<file path="config.mk">
export PLATFORM = sky130hd
export DESIGN_NAME = pgrw_top
export DESIGN_NICKNAME = d
export VERILOG_FILES = /design/src/pgrw_pkg.sv /design/src/pgrw_cfg_if.sv /design/src/pgrw_top.sv /design/src/pgrw_write_path.sv /design/src/pgrw_read_path.sv
export VERILOG_INCLUDE_DIRS = /design/src
export SDC_FILE = /design/constraint.sdc
export NUM_CORES = 1
export LEC_CHECK = 0
export BUFFER_PORTS_ARGS = -buffer_cell sky130_fd_sc_hd__buf_4
export CAP_MARGIN = 20
export CORE_UTILIZATION = 50
export CTS_CLUSTER_SIZE = 30
export DETAILED_ROUTE_END_ITERATION = 10
export HOLD_SLACK_MARGIN = 0.03
export PLACE_DENSITY = 0.67
export SETUP_SLACK_MARGIN = 0.2
export SLEW_MARGIN = 40
export SYNTH_ARGS = -nofsm -noshare
export SYNTH_HDL_FRONTEND = slang
export SYNTH_SLANG_ARGS = --single-unit
</file>
<file path="constraint.sdc">
create_clock -name ref_clk -period 4.75 [get_ports ref_clk]
set_clock_uncertainty 0.15 [all_clocks]
set_input_delay 0.2375 -clock ref_clk [delete_from_list [all_inputs] [get_ports ref_clk]]
set_output_delay 0.2375 -clock ref_clk [all_outputs]
set_load 0.1 [all_outputs]
</file>
<file path="src/pgrw_defines.svh">
// offsets, field positions and reset values for the graphics datapath
// assumes inclusion by bare name from design files
`ifndef PGRW_DEFINES_SVH
`define PGRW_DEFINES_SVH
// ----------------------------------------
// register indices
// ----------------------------------------
`define PGRW_IDX_SR_VALUE 4'h0
`define PGRW_IDX_SR_ENABLE 4'h1
`define PGRW_IDX_CMP_VALUE 4'h2
`define PGRW_IDX_ROT_LOGIC 4'h3
`define PGRW_IDX_READ_PLANE 4'h4
`define PGRW_IDX_MODE 4'h5
`define PGRW_IDX_BIT_MASK 4'h8
// ----------------------------------------
// field positions
// ----------------------------------------
`define PGRW_ROT_LSB 0
`define PGRW_FUNC_LSB 3
`define PGRW_MODE_WM_LSB 0
`define PGRW_MODE_READTYPE 3
`define PGRW_MODE_ODDEVEN 4
`define PGRW_MODE_INTERLEAVE 5
`define PGRW_MODE_COLOR256 6
// ----------------------------------------
// reset values and writable masks
// ----------------------------------------
`define PGRW_RST_REG 8'h00
`define PGRW_RST_MASK 8'hff
`define PGRW_MASK_LOW4 8'h0f
`define PGRW_MASK_ROT 8'h1f
`define PGRW_MASK_PLANE 8'h03
`define PGRW_MASK_MODE 8'h7b
`endif

</file>
<file path="src/pgrw_pkg.sv">
// types shared by the graphics datapath modules
// assumes no other package
package pgrw_pkg;
    typedef enum logic [1:0]
    {
        PGRW_WM_SUBST = 2'b00,
        PGRW_WM_LATCH = 2'b01,
        PGRW_WM_SPREAD = 2'b10,
        PGRW_WM_MASKED = 2'b11
    } pgrw_wmode_e;
    typedef enum logic [1:0]
    {
        PGRW_FN_PASS = 2'b00,
        PGRW_FN_AND = 2'b01,
        PGRW_FN_OR = 2'b10,
        PGRW_FN_XOR = 2'b11
    } pgrw_func_e;
    typedef logic [31:0] pgrw_planes_t;
endpackage

</file>
<file path="src/pgrw_cfg_if.sv">
// configuration fields carried from register file to datapath
// assumes one clock domain
`timescale 1ns/1ps
interface pgrw_cfg_if;
    logic [3:0] srValue;
    logic [3:0] srEnable;
    logic [3:0] cmpValue;
    logic [2:0] rotCount;
    pgrw_pkg::pgrw_func_e func;
    pgrw_pkg::pgrw_wmode_e wmode;
    logic [7:0] bitMask;
    modport regs (output srValue, srEnable, cmpValue, rotCount, func, wmode,
        bitMask);
    modport dp (input srValue, srEnable, cmpValue, rotCount, func, wmode,
        bitMask);
endinterface

</file>
<file path="src/pgrw_top.sv">
// graphics controller read/write datapath with index/data register port
// assumes host I/O and memory strobes are synchronous one-cycle pulses
`timescale 1ns/1ps
`include "pgrw_defines.svh"
// Overview of operation
// - mode 0 enabled maps get their set/reset bit on all eight bits
// - mode 0 enable one gives set/reset, zero gives host data
// - compare read returns one where all four maps match compare value
// - function field: pass, AND, OR, XOR with latch contents
// - rotation happens before the logic operation
// - mode 0 right-rotates host byte by the rotate count
// - normal read returns the map named by the plane field
// - 256-colour bit overrides interleave for shift loading
// - interleave bit selects even/odd bit shift loading
// - mode bit four selects odd/even addressing
// - read type picks compare or map; chain-four ignores plane field
// - mode 1 writes each map with its latch byte
// - mode 2 fills map n with host data bit n
// - mode 3 writes set/reset, mask is rotated data and bit mask
// - logic op applies in modes 0, 2, 3, not mode 1
// - low four index bits pick the register, upper bits reserved
// - bit mask one writes the bit, zero keeps the latch
module pgrw_top
(
    // clock and reset
    input wire logic ref_clk,
    input wire logic reset_n,
    // host i/o port
    input wire logic ioWrIndex,
    input wire logic ioWrData,
    input wire logic ioRdIndex,
    input wire logic ioRdData,
    input wire logic [7:0] ioWdata,
    output logic [7:0] ioRdata_q,
    // host memory cycle
    input wire logic memWr,
    input wire logic memRd,
    input wire logic [1:0] memAddrLow,
    input wire logic [7:0] memWdata,
    output logic [7:0] memRdata_q,
    // plane memory side
    input wire logic [31:0] planeRdata,
    output logic [31:0] planeWdata_q,
    output logic planeWrite_q,
    // chain-four from the sequencer
    input wire logic chain4,
    // shift loading and addressing mode
    output logic shiftColor256_q,
    output logic shiftInterleave_q,
    output logic oddEvenAddr_q
);
    // ----------------------------------------
    // reset synchroniser
    // ----------------------------------------
    logic rstSync1_q;
    logic rstSync2_q;
    always_ff @(posedge ref_clk or negedge reset_n)
    begin
        if (!reset_n)
        begin
            rstSync1_q <= 1'b0;
            rstSync2_q <= 1'b0;
        end
        else
        begin
            rstSync1_q <= 1'b1;
            rstSync2_q <= rstSync1_q;
        end
    end
    wire logic rstN = rstSync2_q;
    // ----------------------------------------
    // register file
    // ----------------------------------------
    logic [3:0] index_q;
    logic [7:0] srValue_q;
    logic [7:0] srEnable_q;
    logic [7:0] cmpValue_q;
    logic [7:0] rotLogic_q;
    logic [7:0] readPlane_q;
    logic [7:0] mode_q;
    logic [7:0] bitMask_q;
    // only the low nibble is kept; upper index bits read zero
    wire logic [7:0] indexRead = {4'h0, index_q};
    wire logic selSr = (index_q == `PGRW_IDX_SR_VALUE);
    wire logic selEn = (index_q == `PGRW_IDX_SR_ENABLE);
    wire logic selCmp = (index_q == `PGRW_IDX_CMP_VALUE);
    wire logic selRot = (index_q == `PGRW_IDX_ROT_LOGIC);
    wire logic selPl = (index_q == `PGRW_IDX_READ_PLANE);
    wire logic selMode = (index_q == `PGRW_IDX_MODE);
    wire logic selMask = (index_q == `PGRW_IDX_BIT_MASK);
    // unmapped indices read zero and ignore writes
    wire logic [7:0] dataRead =
        selSr ? srValue_q :
        selEn ? srEnable_q :
        selCmp ? cmpValue_q :
        selRot ? rotLogic_q :
        selPl ? readPlane_q :
        selMode ? mode_q :
        selMask ? bitMask_q : 8'h00;
    always_ff @(posedge ref_clk or negedge rstN)
    begin
        if (!rstN)
            index_q <= 4'h0;
        else if (ioWrIndex)
            index_q <= ioWdata[3:0];
    end
    always_ff @(posedge ref_clk or negedge rstN)
    begin
        if (!rstN)
        begin
            srValue_q <= `PGRW_RST_REG;
            srEnable_q <= `PGRW_RST_REG;
            cmpValue_q <= `PGRW_RST_REG;
            rotLogic_q <= `PGRW_RST_REG;
            readPlane_q <= `PGRW_RST_REG;
            mode_q <= `PGRW_RST_REG;
            bitMask_q <= `PGRW_RST_MASK;
        end
        else if (ioWrData)
        begin
            // data port lands in whichever register the index names
            if (selSr) srValue_q <= ioWdata & `PGRW_MASK_LOW4;
            if (selEn) srEnable_q <= ioWdata & `PGRW_MASK_LOW4;
            if (selCmp) cmpValue_q <= ioWdata & `PGRW_MASK_LOW4;
            if (selRot) rotLogic_q <= ioWdata & `PGRW_MASK_ROT;
            if (selPl) readPlane_q <= ioWdata & `PGRW_MASK_PLANE;
            if (selMode) mode_q <= ioWdata & `PGRW_MASK_MODE;
            if (selMask) bitMask_q <= ioWdata;
        end
    end
    always_ff @(posedge ref_clk or negedge rstN)
    begin
        if (!rstN)
            ioRdata_q <= 8'h00;
        else if (ioRdIndex)
            ioRdata_q <= indexRead;
        else if (ioRdData)
            ioRdata_q <= dataRead;
    end
    // ----------------------------------------
    // configuration fan-out
    // ----------------------------------------
    pgrw_cfg_if cfg ();
    assign cfg.srValue = srValue_q[3:0];
    assign cfg.srEnable = srEnable_q[3:0];
    assign cfg.cmpValue = cmpValue_q[3:0];
    assign cfg.rotCount = rotLogic_q[`PGRW_ROT_LSB +: 3];
    assign cfg.func = pgrw_pkg::pgrw_func_e'(rotLogic_q[`PGRW_FUNC_LSB +: 2]);
    assign cfg.wmode = pgrw_pkg::pgrw_wmode_e'(mode_q[`PGRW_MODE_WM_LSB +: 2]);
    assign cfg.bitMask = bitMask_q;
    // ----------------------------------------
    // latches and datapaths
    // ----------------------------------------
    logic [31:0] latch_q;
    logic [31:0] wrNext;
    logic [7:0] rdNext;
    always_ff @(posedge ref_clk or negedge rstN)
    begin
        if (!rstN)
            latch_q <= 32'h0000_0000;
        else if (memRd)
            latch_q <= planeRdata;
    end
    pgrw_write_path u_write
    (
        .cfg(cfg),
        .hostData(memWdata),
        .latches(latch_q),
        .planeOut(wrNext)
    );
    // reads answer from the live planes so the answer and latch agree
    pgrw_read_path u_read
    (
        .cfg(cfg),
        .readType(mode_q[`PGRW_MODE_READTYPE]),
        .chain4(chain4),
        .planeSel(readPlane_q[1:0]),
        .addrLow(memAddrLow),
        .planes(planeRdata),
        .readData(rdNext)
    );
    always_ff @(posedge ref_clk or negedge rstN)
    begin
        if (!rstN)
        begin
            memRdata_q <= 8'h00;
            planeWdata_q <= 32'h0000_0000;
            planeWrite_q <= 1'b0;
        end
        else
        begin
            if (memRd)
                memRdata_q <= rdNext;
            if (memWr)
                planeWdata_q <= wrNext;
            planeWrite_q <= memWr;
        end
    end
    // ----------------------------------------
    // shift loading and addressing mode
    // ----------------------------------------
    always_ff @(posedge ref_clk or negedge rstN)
    begin
        if (!rstN)
        begin
            shiftColor256_q <= 1'b0;
            shiftInterleave_q <= 1'b0;
            oddEvenAddr_q <= 1'b0;
        end
        else
        begin
            shiftColor256_q <= mode_q[`PGRW_MODE_COLOR256];
            // 256-colour loading wins over interleave
            shiftInterleave_q <= mode_q[`PGRW_MODE_INTERLEAVE] &
                ~mode_q[`PGRW_MODE_COLOR256];
            oddEvenAddr_q <= mode_q[`PGRW_MODE_ODDEVEN];
        end
    end
    // ----------------------------------------
    // assertions
    // ----------------------------------------
    property p_latch_load;
        @(posedge ref_clk) disable iff (!rstN)
        memRd |=> (latch_q == $past(planeRdata));
    endproperty
    a_latch_load: assert property (p_latch_load)
        else $error("latches not loaded on read");
    property p_mode1;
        @(posedge ref_clk) disable iff (!rstN)
        (memWr && cfg.wmode == pgrw_pkg::PGRW_WM_LATCH)
            |=> (planeWdata_q == $past(latch_q)) && planeWrite_q;
    endproperty
    a_mode1: assert property (p_mode1)
        else $error("mode 1 write is not latch data");
    property p_mode3_sr;
        @(posedge ref_clk) disable iff (!rstN)
        (memWr && cfg.wmode == pgrw_pkg::PGRW_WM_MASKED &&
            cfg.func == pgrw_pkg::PGRW_FN_PASS && bitMask_q == 8'hff &&
            cfg.rotCount == 3'h0 && memWdata == 8'hff)
            |=> (planeWdata_q[7:0] == {8{$past(srValue_q[0])}});
    endproperty
    a_mode3_sr: assert property (p_mode3_sr)
        else $error("mode 3 plane 0 not set/reset value");
    property p_mode2;
        @(posedge ref_clk) disable iff (!rstN)
        (memWr && cfg.wmode == pgrw_pkg::PGRW_WM_SPREAD &&
            cfg.func == pgrw_pkg::PGRW_FN_PASS && bitMask_q == 8'hff)
            |=> (planeWdata_q[31:24] == {8{$past(memWdata[3])}});
    endproperty
    a_mode2: assert property (p_mode2)
        else $error("mode 2 plane 3 not spread");
    property p_rot;
        @(posedge ref_clk) disable iff (!rstN)
        (memWr && cfg.wmode == pgrw_pkg::PGRW_WM_SUBST &&
            cfg.srEnable[1] == 1'b0 && cfg.rotCount == 3'h1 &&
            cfg.func == pgrw_pkg::PGRW_FN_PASS && bitMask_q == 8'hff)
            |=> (planeWdata_q[15:8] ==
                {$past(memWdata[0]), $past(memWdata[7:1])});
    endproperty
    a_rot: assert property (p_rot)
        else $error("rotate by one wrong");
    property p_xor;
        @(posedge ref_clk) disable iff (!rstN)
        (memWr && cfg.wmode == pgrw_pkg::PGRW_WM_SUBST &&
            cfg.srEnable[2] == 1'b1 && cfg.func == pgrw_pkg::PGRW_FN_XOR &&
            bitMask_q == 8'hff)
            |=> (planeWdata_q[23:16] ==
                ({8{$past(srValue_q[2])}} ^ $past(latch_q[23:16])));
    endproperty
    a_xor: assert property (p_xor)
        else $error("xor with latch wrong");
    property p_mask0;
        @(posedge ref_clk) disable iff (!rstN)
        (memWr && cfg.wmode == pgrw_pkg::PGRW_WM_SUBST && bitMask_q == 8'h00)
            |=> (planeWdata_q == $past(latch_q));
    endproperty
    a_mask0: assert property (p_mask0)
        else $error("zero mask changed data");
    property p_cmp;
        @(posedge ref_clk) disable iff (!rstN)
        (memRd && mode_q[`PGRW_MODE_READTYPE] && cmpValue_q[3:0] == 4'h0)
            |=> (memRdata_q == ~($past(planeRdata[7:0]) |
                $past(planeRdata[15:8]) | $past(planeRdata[23:16]) |
                $past(planeRdata[31:24])));
    endproperty
    a_cmp: assert property (p_cmp)
        else $error("compare read wrong");
    property p_sel;
        @(posedge ref_clk) disable iff (!rstN)
        (memRd && !mode_q[`PGRW_MODE_READTYPE] && !chain4 &&
            readPlane_q[1:0] == 2'h2)
            |=> (memRdata_q == $past(planeRdata[23:16]));
    endproperty
    a_sel: assert property (p_sel)
        else $error("plane select read wrong");
    property p_il;
        @(posedge ref_clk) disable iff (!rstN)
        shiftColor256_q |-> !shiftInterleave_q;
    endproperty
    a_il: assert property (p_il)
        else $error("interleave active with 256-colour");
    property p_oddeven;
        @(posedge ref_clk) disable iff (!rstN)
        1'b1 |=> (oddEvenAddr_q == $past(mode_q[`PGRW_MODE_ODDEVEN]));
    endproperty
    a_oddeven: assert property (p_oddeven)
        else $error("odd/even addressing bit wrong");
    property p_index_rd;
        @(posedge ref_clk) disable iff (!rstN)
        ioRdIndex |=> (ioRdata_q == {4'h0, $past(index_q)});
    endproperty
    a_index_rd: assert property (p_index_rd)
        else $error("index read not low nibble");
    property p_mode0_sr;
        @(posedge ref_clk) disable iff (!rstN)
        (memWr && cfg.wmode == pgrw_pkg::PGRW_WM_SUBST &&
            cfg.srEnable[0] == 1'b1 && cfg.func == pgrw_pkg::PGRW_FN_PASS &&
            bitMask_q == 8'hff)
            |=> (planeWdata_q[7:0] == {8{$past(srValue_q[0])}});
    endproperty
    a_mode0_sr: assert property (p_mode0_sr)
        else $error("mode 0 plane 0 not set/reset value");
    property p_mode2_and;
        @(posedge ref_clk) disable iff (!rstN)
        (memWr && cfg.wmode == pgrw_pkg::PGRW_WM_SPREAD &&
            cfg.func == pgrw_pkg::PGRW_FN_AND && bitMask_q == 8'hff)
            |=> (planeWdata_q[7:0] ==
                ({8{$past(memWdata[0])}} & $past(latch_q[7:0])));
    endproperty
    a_mode2_and: assert property (p_mode2_and)
        else $error("mode 2 logic op not applied");
    property p_chain4;
        @(posedge ref_clk) disable iff (!rstN)
        (memRd && !mode_q[`PGRW_MODE_READTYPE] && chain4 &&
            memAddrLow == 2'h1)
            |=> (memRdata_q == $past(planeRdata[15:8]));
    endproperty
    a_chain4: assert property (p_chain4)
        else $error("chain-four read ignored address");
endmodule

</file>
<file path="src/pgrw_write_path.sv">
// combinational write datapath: rotate, substitute, logic op, mask
// assumes latches and config come from the top module
`timescale 1ns/1ps
module pgrw_write_path
(
    // configuration
    pgrw_cfg_if.dp cfg,
    // data
    input wire logic [7:0] hostData,
    input wire pgrw_pkg::pgrw_planes_t latches,
    output logic [31:0] planeOut
);
    function automatic logic [7:0] rotr(input logic [7:0] v,
        input logic [2:0] n);
        logic [15:0] w;
        w = {v, v} >> n;
        return w[7:0];
    endfunction
    function automatic logic [7:0] logicOp(input logic [7:0] d,
        input logic [7:0] l, input pgrw_pkg::pgrw_func_e f);
        logicOp = d;
        unique case (f)
            pgrw_pkg::PGRW_FN_PASS: logicOp = d;
            pgrw_pkg::PGRW_FN_AND: logicOp = d & l;
            pgrw_pkg::PGRW_FN_OR: logicOp = d | l;
            pgrw_pkg::PGRW_FN_XOR: logicOp = d ^ l;
        endcase
    endfunction
    wire logic [7:0] rotated = rotr(hostData, cfg.rotCount);
    // mode 3 mask is rotated data gated by the bit mask
    wire logic [7:0] effMask = (cfg.wmode == pgrw_pkg::PGRW_WM_MASKED) ?
        (rotated & cfg.bitMask) : cfg.bitMask;
    genvar p;
    generate
        for (p = 0; p < 4; p++)
        begin : g_plane
            wire logic [7:0] lat = latches[8*p +: 8];
            wire logic [7:0] srByte = {8{cfg.srValue[p]}};
            wire logic [7:0] src =
                (cfg.wmode == pgrw_pkg::PGRW_WM_SUBST) ?
                    (cfg.srEnable[p] ? srByte : rotated) :
                (cfg.wmode == pgrw_pkg::PGRW_WM_SPREAD) ?
                    {8{hostData[p]}} : srByte;
            // rotation precedes the logic op
            wire logic [7:0] opd = logicOp(src, lat, cfg.func);
            wire logic [7:0] fin =
                (cfg.wmode == pgrw_pkg::PGRW_WM_LATCH) ? lat :
                ((opd & effMask) | (lat & ~effMask));
            assign planeOut[8*p +: 8] = fin;
        end
    endgenerate
endmodule

</file>
<file path="src/pgrw_read_path.sv">
// combinational read datapath: plane select or colour compare
// assumes planes carries the live four plane bytes of the current read, not the latches
`timescale 1ns/1ps
module pgrw_read_path
(
    // configuration
    pgrw_cfg_if.dp cfg,
    // mode
    input wire logic readType,
    input wire logic chain4,
    input wire logic [1:0] planeSel,
    input wire logic [1:0] addrLow,
    // data
    input wire logic [31:0] planes,
    output logic [7:0] readData
);
    logic [7:0] match;
    always_comb
    begin
        match = 8'hff;
        for (int i = 0; i < 4; i++)
            match = match & ~(planes[8*i +: 8] ^ {8{cfg.cmpValue[i]}});
    end
    // chain-four picks the plane from the address, not the field
    wire logic [1:0] sel = chain4 ? addrLow : planeSel;
    wire logic [7:0] mapByte = planes[8*sel +: 8];
    assign readData = readType ? match : mapByte;
endmodule

</file>
==> qor.csv, run 1 <==
metric,value,unit
drcViolationCount,0,
cts_root_buffer,clkbuf_16,
worstMarginPinSlew,0.807,ns
powerDensity,692,mW/mm²
cts-resized-gates,0,
clk_pin_slew,0.07,ns
initial_core_util,51.6,%
crit_slowest_cell,dfrtp_1,
overflow,0,
fin_util,62.7,%
ant_nets,0,
crit_path_cell_trace,mux4_2 -> mux2_4 -> nor2_1 -> o21a_1 -> ha_1 -> nand2_1 -> o211ai_1 -> o21ai_0 -> nor3_1 -> a221o_1,
drt_first_iter_violations,918,
finalNetCount,1226,
fmax,321,MHz
setup_tns,0,ns
syn_inst,988,
numCtsBuffers,17,
drive_above_1_share,20.9,%
wl_per_cell,22.2,µm
fp.dieW,136,µm
ys_types,56,
vdd_drop_max,0.436,mV
outcome,completed,
grt_pass1_wl,45700,µm
grt_max_degree,81,
post_cts_buffers,0,
yosys.area.top_type,dfrtp_1,
gp_congestion,1.01,
wirelength,29800,µm
row_count,48,
start_kind,flop,
setup_viol,0,
netlist_top_cells_area,"dfrtp_1, ha_1, mux2_2, o21ai_0, nand2_1",
design.core.area,0.0174,mm²
clkSinkCount,123,
critPathMaxStageDelay,0.62,ns
syn_area,0.00899,mm²
vias,8357,
clkLatencyLatePin,0.44,ns
synth_flop_cell,dfrtp_1,
max_cap_violations,0,
synth_top_area_share,32.0,%
hold_class,in2reg,
yosysSeqAreaShare,34.4,%
p_leak,5.06,nW
yosysWarnings,0,
track_usage,33.5,%
area_growth,21.5,%
critPathCaptureType,flop,
first_global_vias,7823,
htree_levels,4,
dp.cells,1263,
synthTopCellsByCount,"dfrtp_1, nand2_1, nor2_1",
post-route-period-util,65.5,%
die_area,0.0185,mm²
cts_hold_buffers,46,
slew_headroom,45.8,%
worst_ep_required_time,4.92,ns
routed_via_density,6.23,
path_max_fanout,11,
synth_edf_count,0,
ys_async_sr_fraction,100,%
rsz0062_at_grt,false,
synthMostInstantiatedCell,dfrtp_1,
die_h,136,µm
io_pins,111,
finalHoldViolCount,0,
fillers,1480,
synth_seq_cells,123,
cts_tree,built,
finalPower,7.55,mW
io_buffers,110,
finalMaxSlewViolations,0,
layout.cells.non_filler,1341,
period_needed,3.11,ns
syn_nets,1111,
place.detailed.hpwl,20100,µm
drt-pass1-iter-count,5,
antennaDiodeCount,0,
arrival,3.28,ns
critPathKind,reg2reg,
synth_area_per_cell,9.10,µm²
antenna_found_initial,0,
clockBufferDepth,2,
## per-stage QoR
stage / hold WS, ns / area, µm² / setup WS (ns)
after CTS: 0.0369 / 10900 / 1.64
after floorplan: -0.208 / 8990 / 0.934
after global placement: -0.129 / 9840 / 1.64
after global routing: 0.0770 / 10900 / 1.48
after detailed placement: -0.129 / 9870 / 1.65
final: 0.0725 / 10900 / 1.64
## cell type report
class                      instances  area (µm²)  share of cell area, %
timing repair buffer             165        1350                   12.4
inverter                          87         327                   2.99
sequential                       123        3090                   28.3
clock buffer                      17         425                   3.90
clock inverter                    15         170                   1.56
tap                              225         282                   2.58
multi-input combinational        709        5270                   48.3
## power breakdown
part,switching (mW),leakage (nW),internal [mW]
sequential,0.560,1.48,1.37
combinational,2.92,3.29,1.36
clock,0.593,0.288,0.751
total,4.07,5.06,3.48
## routing by layer
layer | track usage [%] | wire [µm] | part of all wire [%]
met1 | 47.5 | 12500 | 42
met2 | 48.3 | 13100 | 44
met3 | 8.28 | 3270 | 11
met4 | 14.4 | 996 | 3.3
met5 | 0 | 0 | 0
## sequential cells by signal, indices dropped and copies added (netlist names), 2 cells and up
register and flops:
latch_q 32, mode_q 6, planeWdata_q 32, index_q 4, ioRdata_q 8, readPlane_q 2
cmpValue_q 4, srValue_q 4, rotLogic_q 5, srEnable_q 4, memRdata_q 8, bitMask_q 8
## kinds of logic (layout without fill, tap and decap cells)
kind of cell               count (synthesis)  count (layout)  share of synthesized area [%]
xor gates and xnor gates                  32              32                           3.12
muxes                                     88              88                           13.0
and+or+nand+nor                          259             259                           12.8
adders and majority gates                 64              64                           8.91
DFF                                      123             123                           34.4
AOI/OAI and AO/OA                        265             265                           20.5
buffers and inverters                    156             284                           7.34
other                                      1               1                         0.0417
## worst paths after layout
| kind | startpoint | endpoint | slack [ns] | depth (start not counted) |
|---|---|---|---|---|
| hold reg to reg | rstN | cmpValue_q[0] | 0.20 | 0 |
| min in group asynchronous | rstN | cmpValue_q[0] | 0.20 | 0 |
| hold / removal | planeRdata[16] | latch_q[16] | 0.07 | 3 |
| max in group asynchronous | rstN | rotLogic_q[3] | 3.14 | 1 |
| setup reg to reg | rotLogic_q[1] | planeWdata_q[29] | 1.64 | 10 |
| setup / recovery | rotLogic_q[1] | planeWdata_q[29] | 1.64 | 10 |
## critical path, delay by kind of cell (launching register included)
kind	cells	cell delay, ns
mux	2	0.94
simple gates	3	0.31
compound gates	4	0.74
fa+ha+maj	1	0.23
flops	1	0.62
## cell usage in the layout, fill, tap and decap left out, types with 8 or more instances in the layout
cell type	count
nor2_1	87
nor4_1	16
a221o_1	26
mux2_2	38
xor2_1	32
ha_1	64
a21oi_1	30
clkbuf_16	17
a2111oi_0	9
mux2i_1	27
dfstp_2	8
inv_1	86
o211ai_1	10
o21ai_0	77
nand2_1	102
o21a_1	32
nor3_1	12
dlygate4sd3_1	46
nor2b_1	17
o31ai_1	32
dfrtp_1	113
buf_4	119
mux4_2	16
o2111ai_1	9
Note: power is estimated with default switching activity, not from simulation.
==> run 2, diff against run 1 <==
clock period = 3.23 ns   (was 4.75 ns; I/O delays follow)
==> run 2 against run 1 <==
Utilization grew 1.0 points. Total power grew 48%. Via count grew 0.61%. Sequential share of layout area shrank 0.43 points. Non-clock buffer count grew 24. Final cell count grew 1.8%. Clock power grew 42%. Flip-flop and latch count is the same. Combinational power grew 54%. Sequential power grew 40%. Critical path type unchanged. Largest cell class unchanged.
==> qor.csv, run 2 (synthesized netlist as in run 1, its figures left out) <==
metric,value,unit,change
rr_worst_depth,10,,unchanged
critPathCaptureType,flop,,
setup.worst_path.end,planeWdata_q[27],,
io_pins,111,,unchanged
fmax,346,MHz,+7.6%
reg2reg_to,planeWdata_q[27],,
clkLatencyLatePin,0.44,ns,about the same
finalNetCount,1250,,+2.0%
vias,8408,,+0.61%
place.detailed.hpwl,20500,µm,+2.2%
p_leak,5.17,nW,+2.1%
startpoint,rotLogic_q[1],,
dp.cells,1283,,+1.6%
fp.dieW,136,µm,unchanged
outcome,completed,,
io_buffers,110,,unchanged
start_kind,flop,,
antenna_found_initial,0,,unchanged
layout.cells.non_filler,1365,,+1.8%
track_usage,34.3,%,+0.73 points
hold_class,in2reg,,
first_global_vias,7980,,+2.0%
final_cell_mix,"buf_4, dfrtp_1, nand2_1, nor2_1, inv_1",,
ant_nets,0,,unchanged
clkSinkCount,123,,unchanged
drt_first_iter_violations,911,,-0.76%
initial_core_util,51.6,%,unchanged
vdd_drop_max,0.793,mV,+82%
clockBufferDepth,2,,unchanged
numCtsBuffers,17,,unchanged
wl_per_cell,22.2,µm,about the same
setup_viol,0,,unchanged
clk_pin_slew,0.06,ns,about the same
worst_ep_required_time,3.39,ns,-1.53 ns
finalMaxSlewViolations,0,,unchanged
reg2reg_slack,0.34,ns,-1.30 ns
routed_via_density,6.16,,-1.2%
antennaDiodeCount,0,,unchanged
die_area,0.0185,mm²,unchanged
path_max_fanout,11,,unchanged
worstMarginPinSlew,0.817,ns,+0.00943 ns
layout_commonest_cell,buf_4,,
arrival,3.05,ns,-0.23 ns
critPathKind,reg2reg,,
die_h,136,µm,unchanged
gp_congestion,0.943,,-6.8%
grt_max_degree,81,,unchanged
period_needed,2.89,ns,-0.219 ns
area_growth,23.5,%,
r2r_start,rotLogic_q[1],,
finalHoldViolCount,0,,unchanged
drcViolationCount,0,,unchanged
drive_above_1_share,22.0,%,+1.1 points
max_cap_violations,0,,unchanged
grt_pass1_wl,46600,µm,+1.9%
wirelength,30300,µm,+1.8%
htree_levels,4,,unchanged
slew_headroom,45.1,%,-0.63 points
setup_tns,0,ns,unchanged
overflow,0,,unchanged
top_regs,"latch_q (32), planeWdata_q (32)",,
powerDensity,1010,mW/mm²,+46%
cts_tree,built,,
row_count,48,,unchanged
drt-pass1-iter-count,5,,unchanged
design.core.area,0.0174,mm²,unchanged
cts_root_buffer,clkbuf_16,,
post-route-period-util,89.5,%,+24 points
rsz0062_at_grt,false,,
run 2: worst min-delay path by stage:
stage	startpoint	slack (ns)	end	depth (start not counted)
finish	memRd	0.17	memRdata_q[1]	2
global route	rstSync1_q	0.22	rstN	0
CTS	memRd	0.18	latch_q[31]	3
detailed placement	reset_n	-0.20	rstN	1
global placement	reset_n	-0.21	rstSync1_q	1
floorplan	reset_n	-0.28	rstN	0
run 2: cell type report:
cell class              count  area [µm²]
clock inverters            14         139
flip-flops and latches    123        3100
inverters                  87         329
clock buffers              18         439
fillers                  1508        6320
well taps                 225         282
multi-input cells         709        5250
repair buffers            189        1570
run 2: through the flow:
| step | cell area [µm²] | total power, mW | utilization (%) | hold slack (ns) | setup slack [ns] |
|---|---|---|---|---|---|
| global placement | 10000 | 9.03 | 57.5 | -0.206 | 0.262 |
| CTS | 11100 | 11.1 | 63.6 | 0.179 | 0.334 |
| floorplan | 8990 | 7.40 | - | -0.284 | 0.552 |
| finish | 11100 | 11.2 | 63.7 | 0.167 | 0.338 |
| global route | 11100 | 11.8 | 63.7 | 0.219 | 0.207 |
| detailed placement | 10000 | 9.13 | 57.5 | -0.202 | 0.193 |
run 2: power breakdown:
group	internal [mW]	switching, mW
clock network	1.09	0.806
logic	2.15	4.46
registers	2.03	0.671
total	5.27	5.94
run 2: worst max-delay path: stages, from the launching register on:
cell and delay, ns:
dfrtp_2 0.51, mux4_2 0.55, mux2_2 0.40, nor2_1 0.12
o21a_1 0.14, ha_1 0.23, nand2_1 0.07, o211ai_1 0.08
o21ai_0 0.10, nor3_1 0.06, a221o_1 0.35
run 2: routing by layer:
metal	up-vias	GRT usage, %	wire, µm
met5	-	0	0
met4	0	12.1	799
met3	63	8.39	2870
met2	462	49.9	13300
met1	4097	49.1	13400
li1	3786	-	-
run 2: timing repair:
action	4_1_cts	5_1_grt
endpoints found under the setup margin	1	2
gates resized for setup	1	1
setup buffers	0	1
endpoints found under the hold margin	79	0
hold buffers	49	0
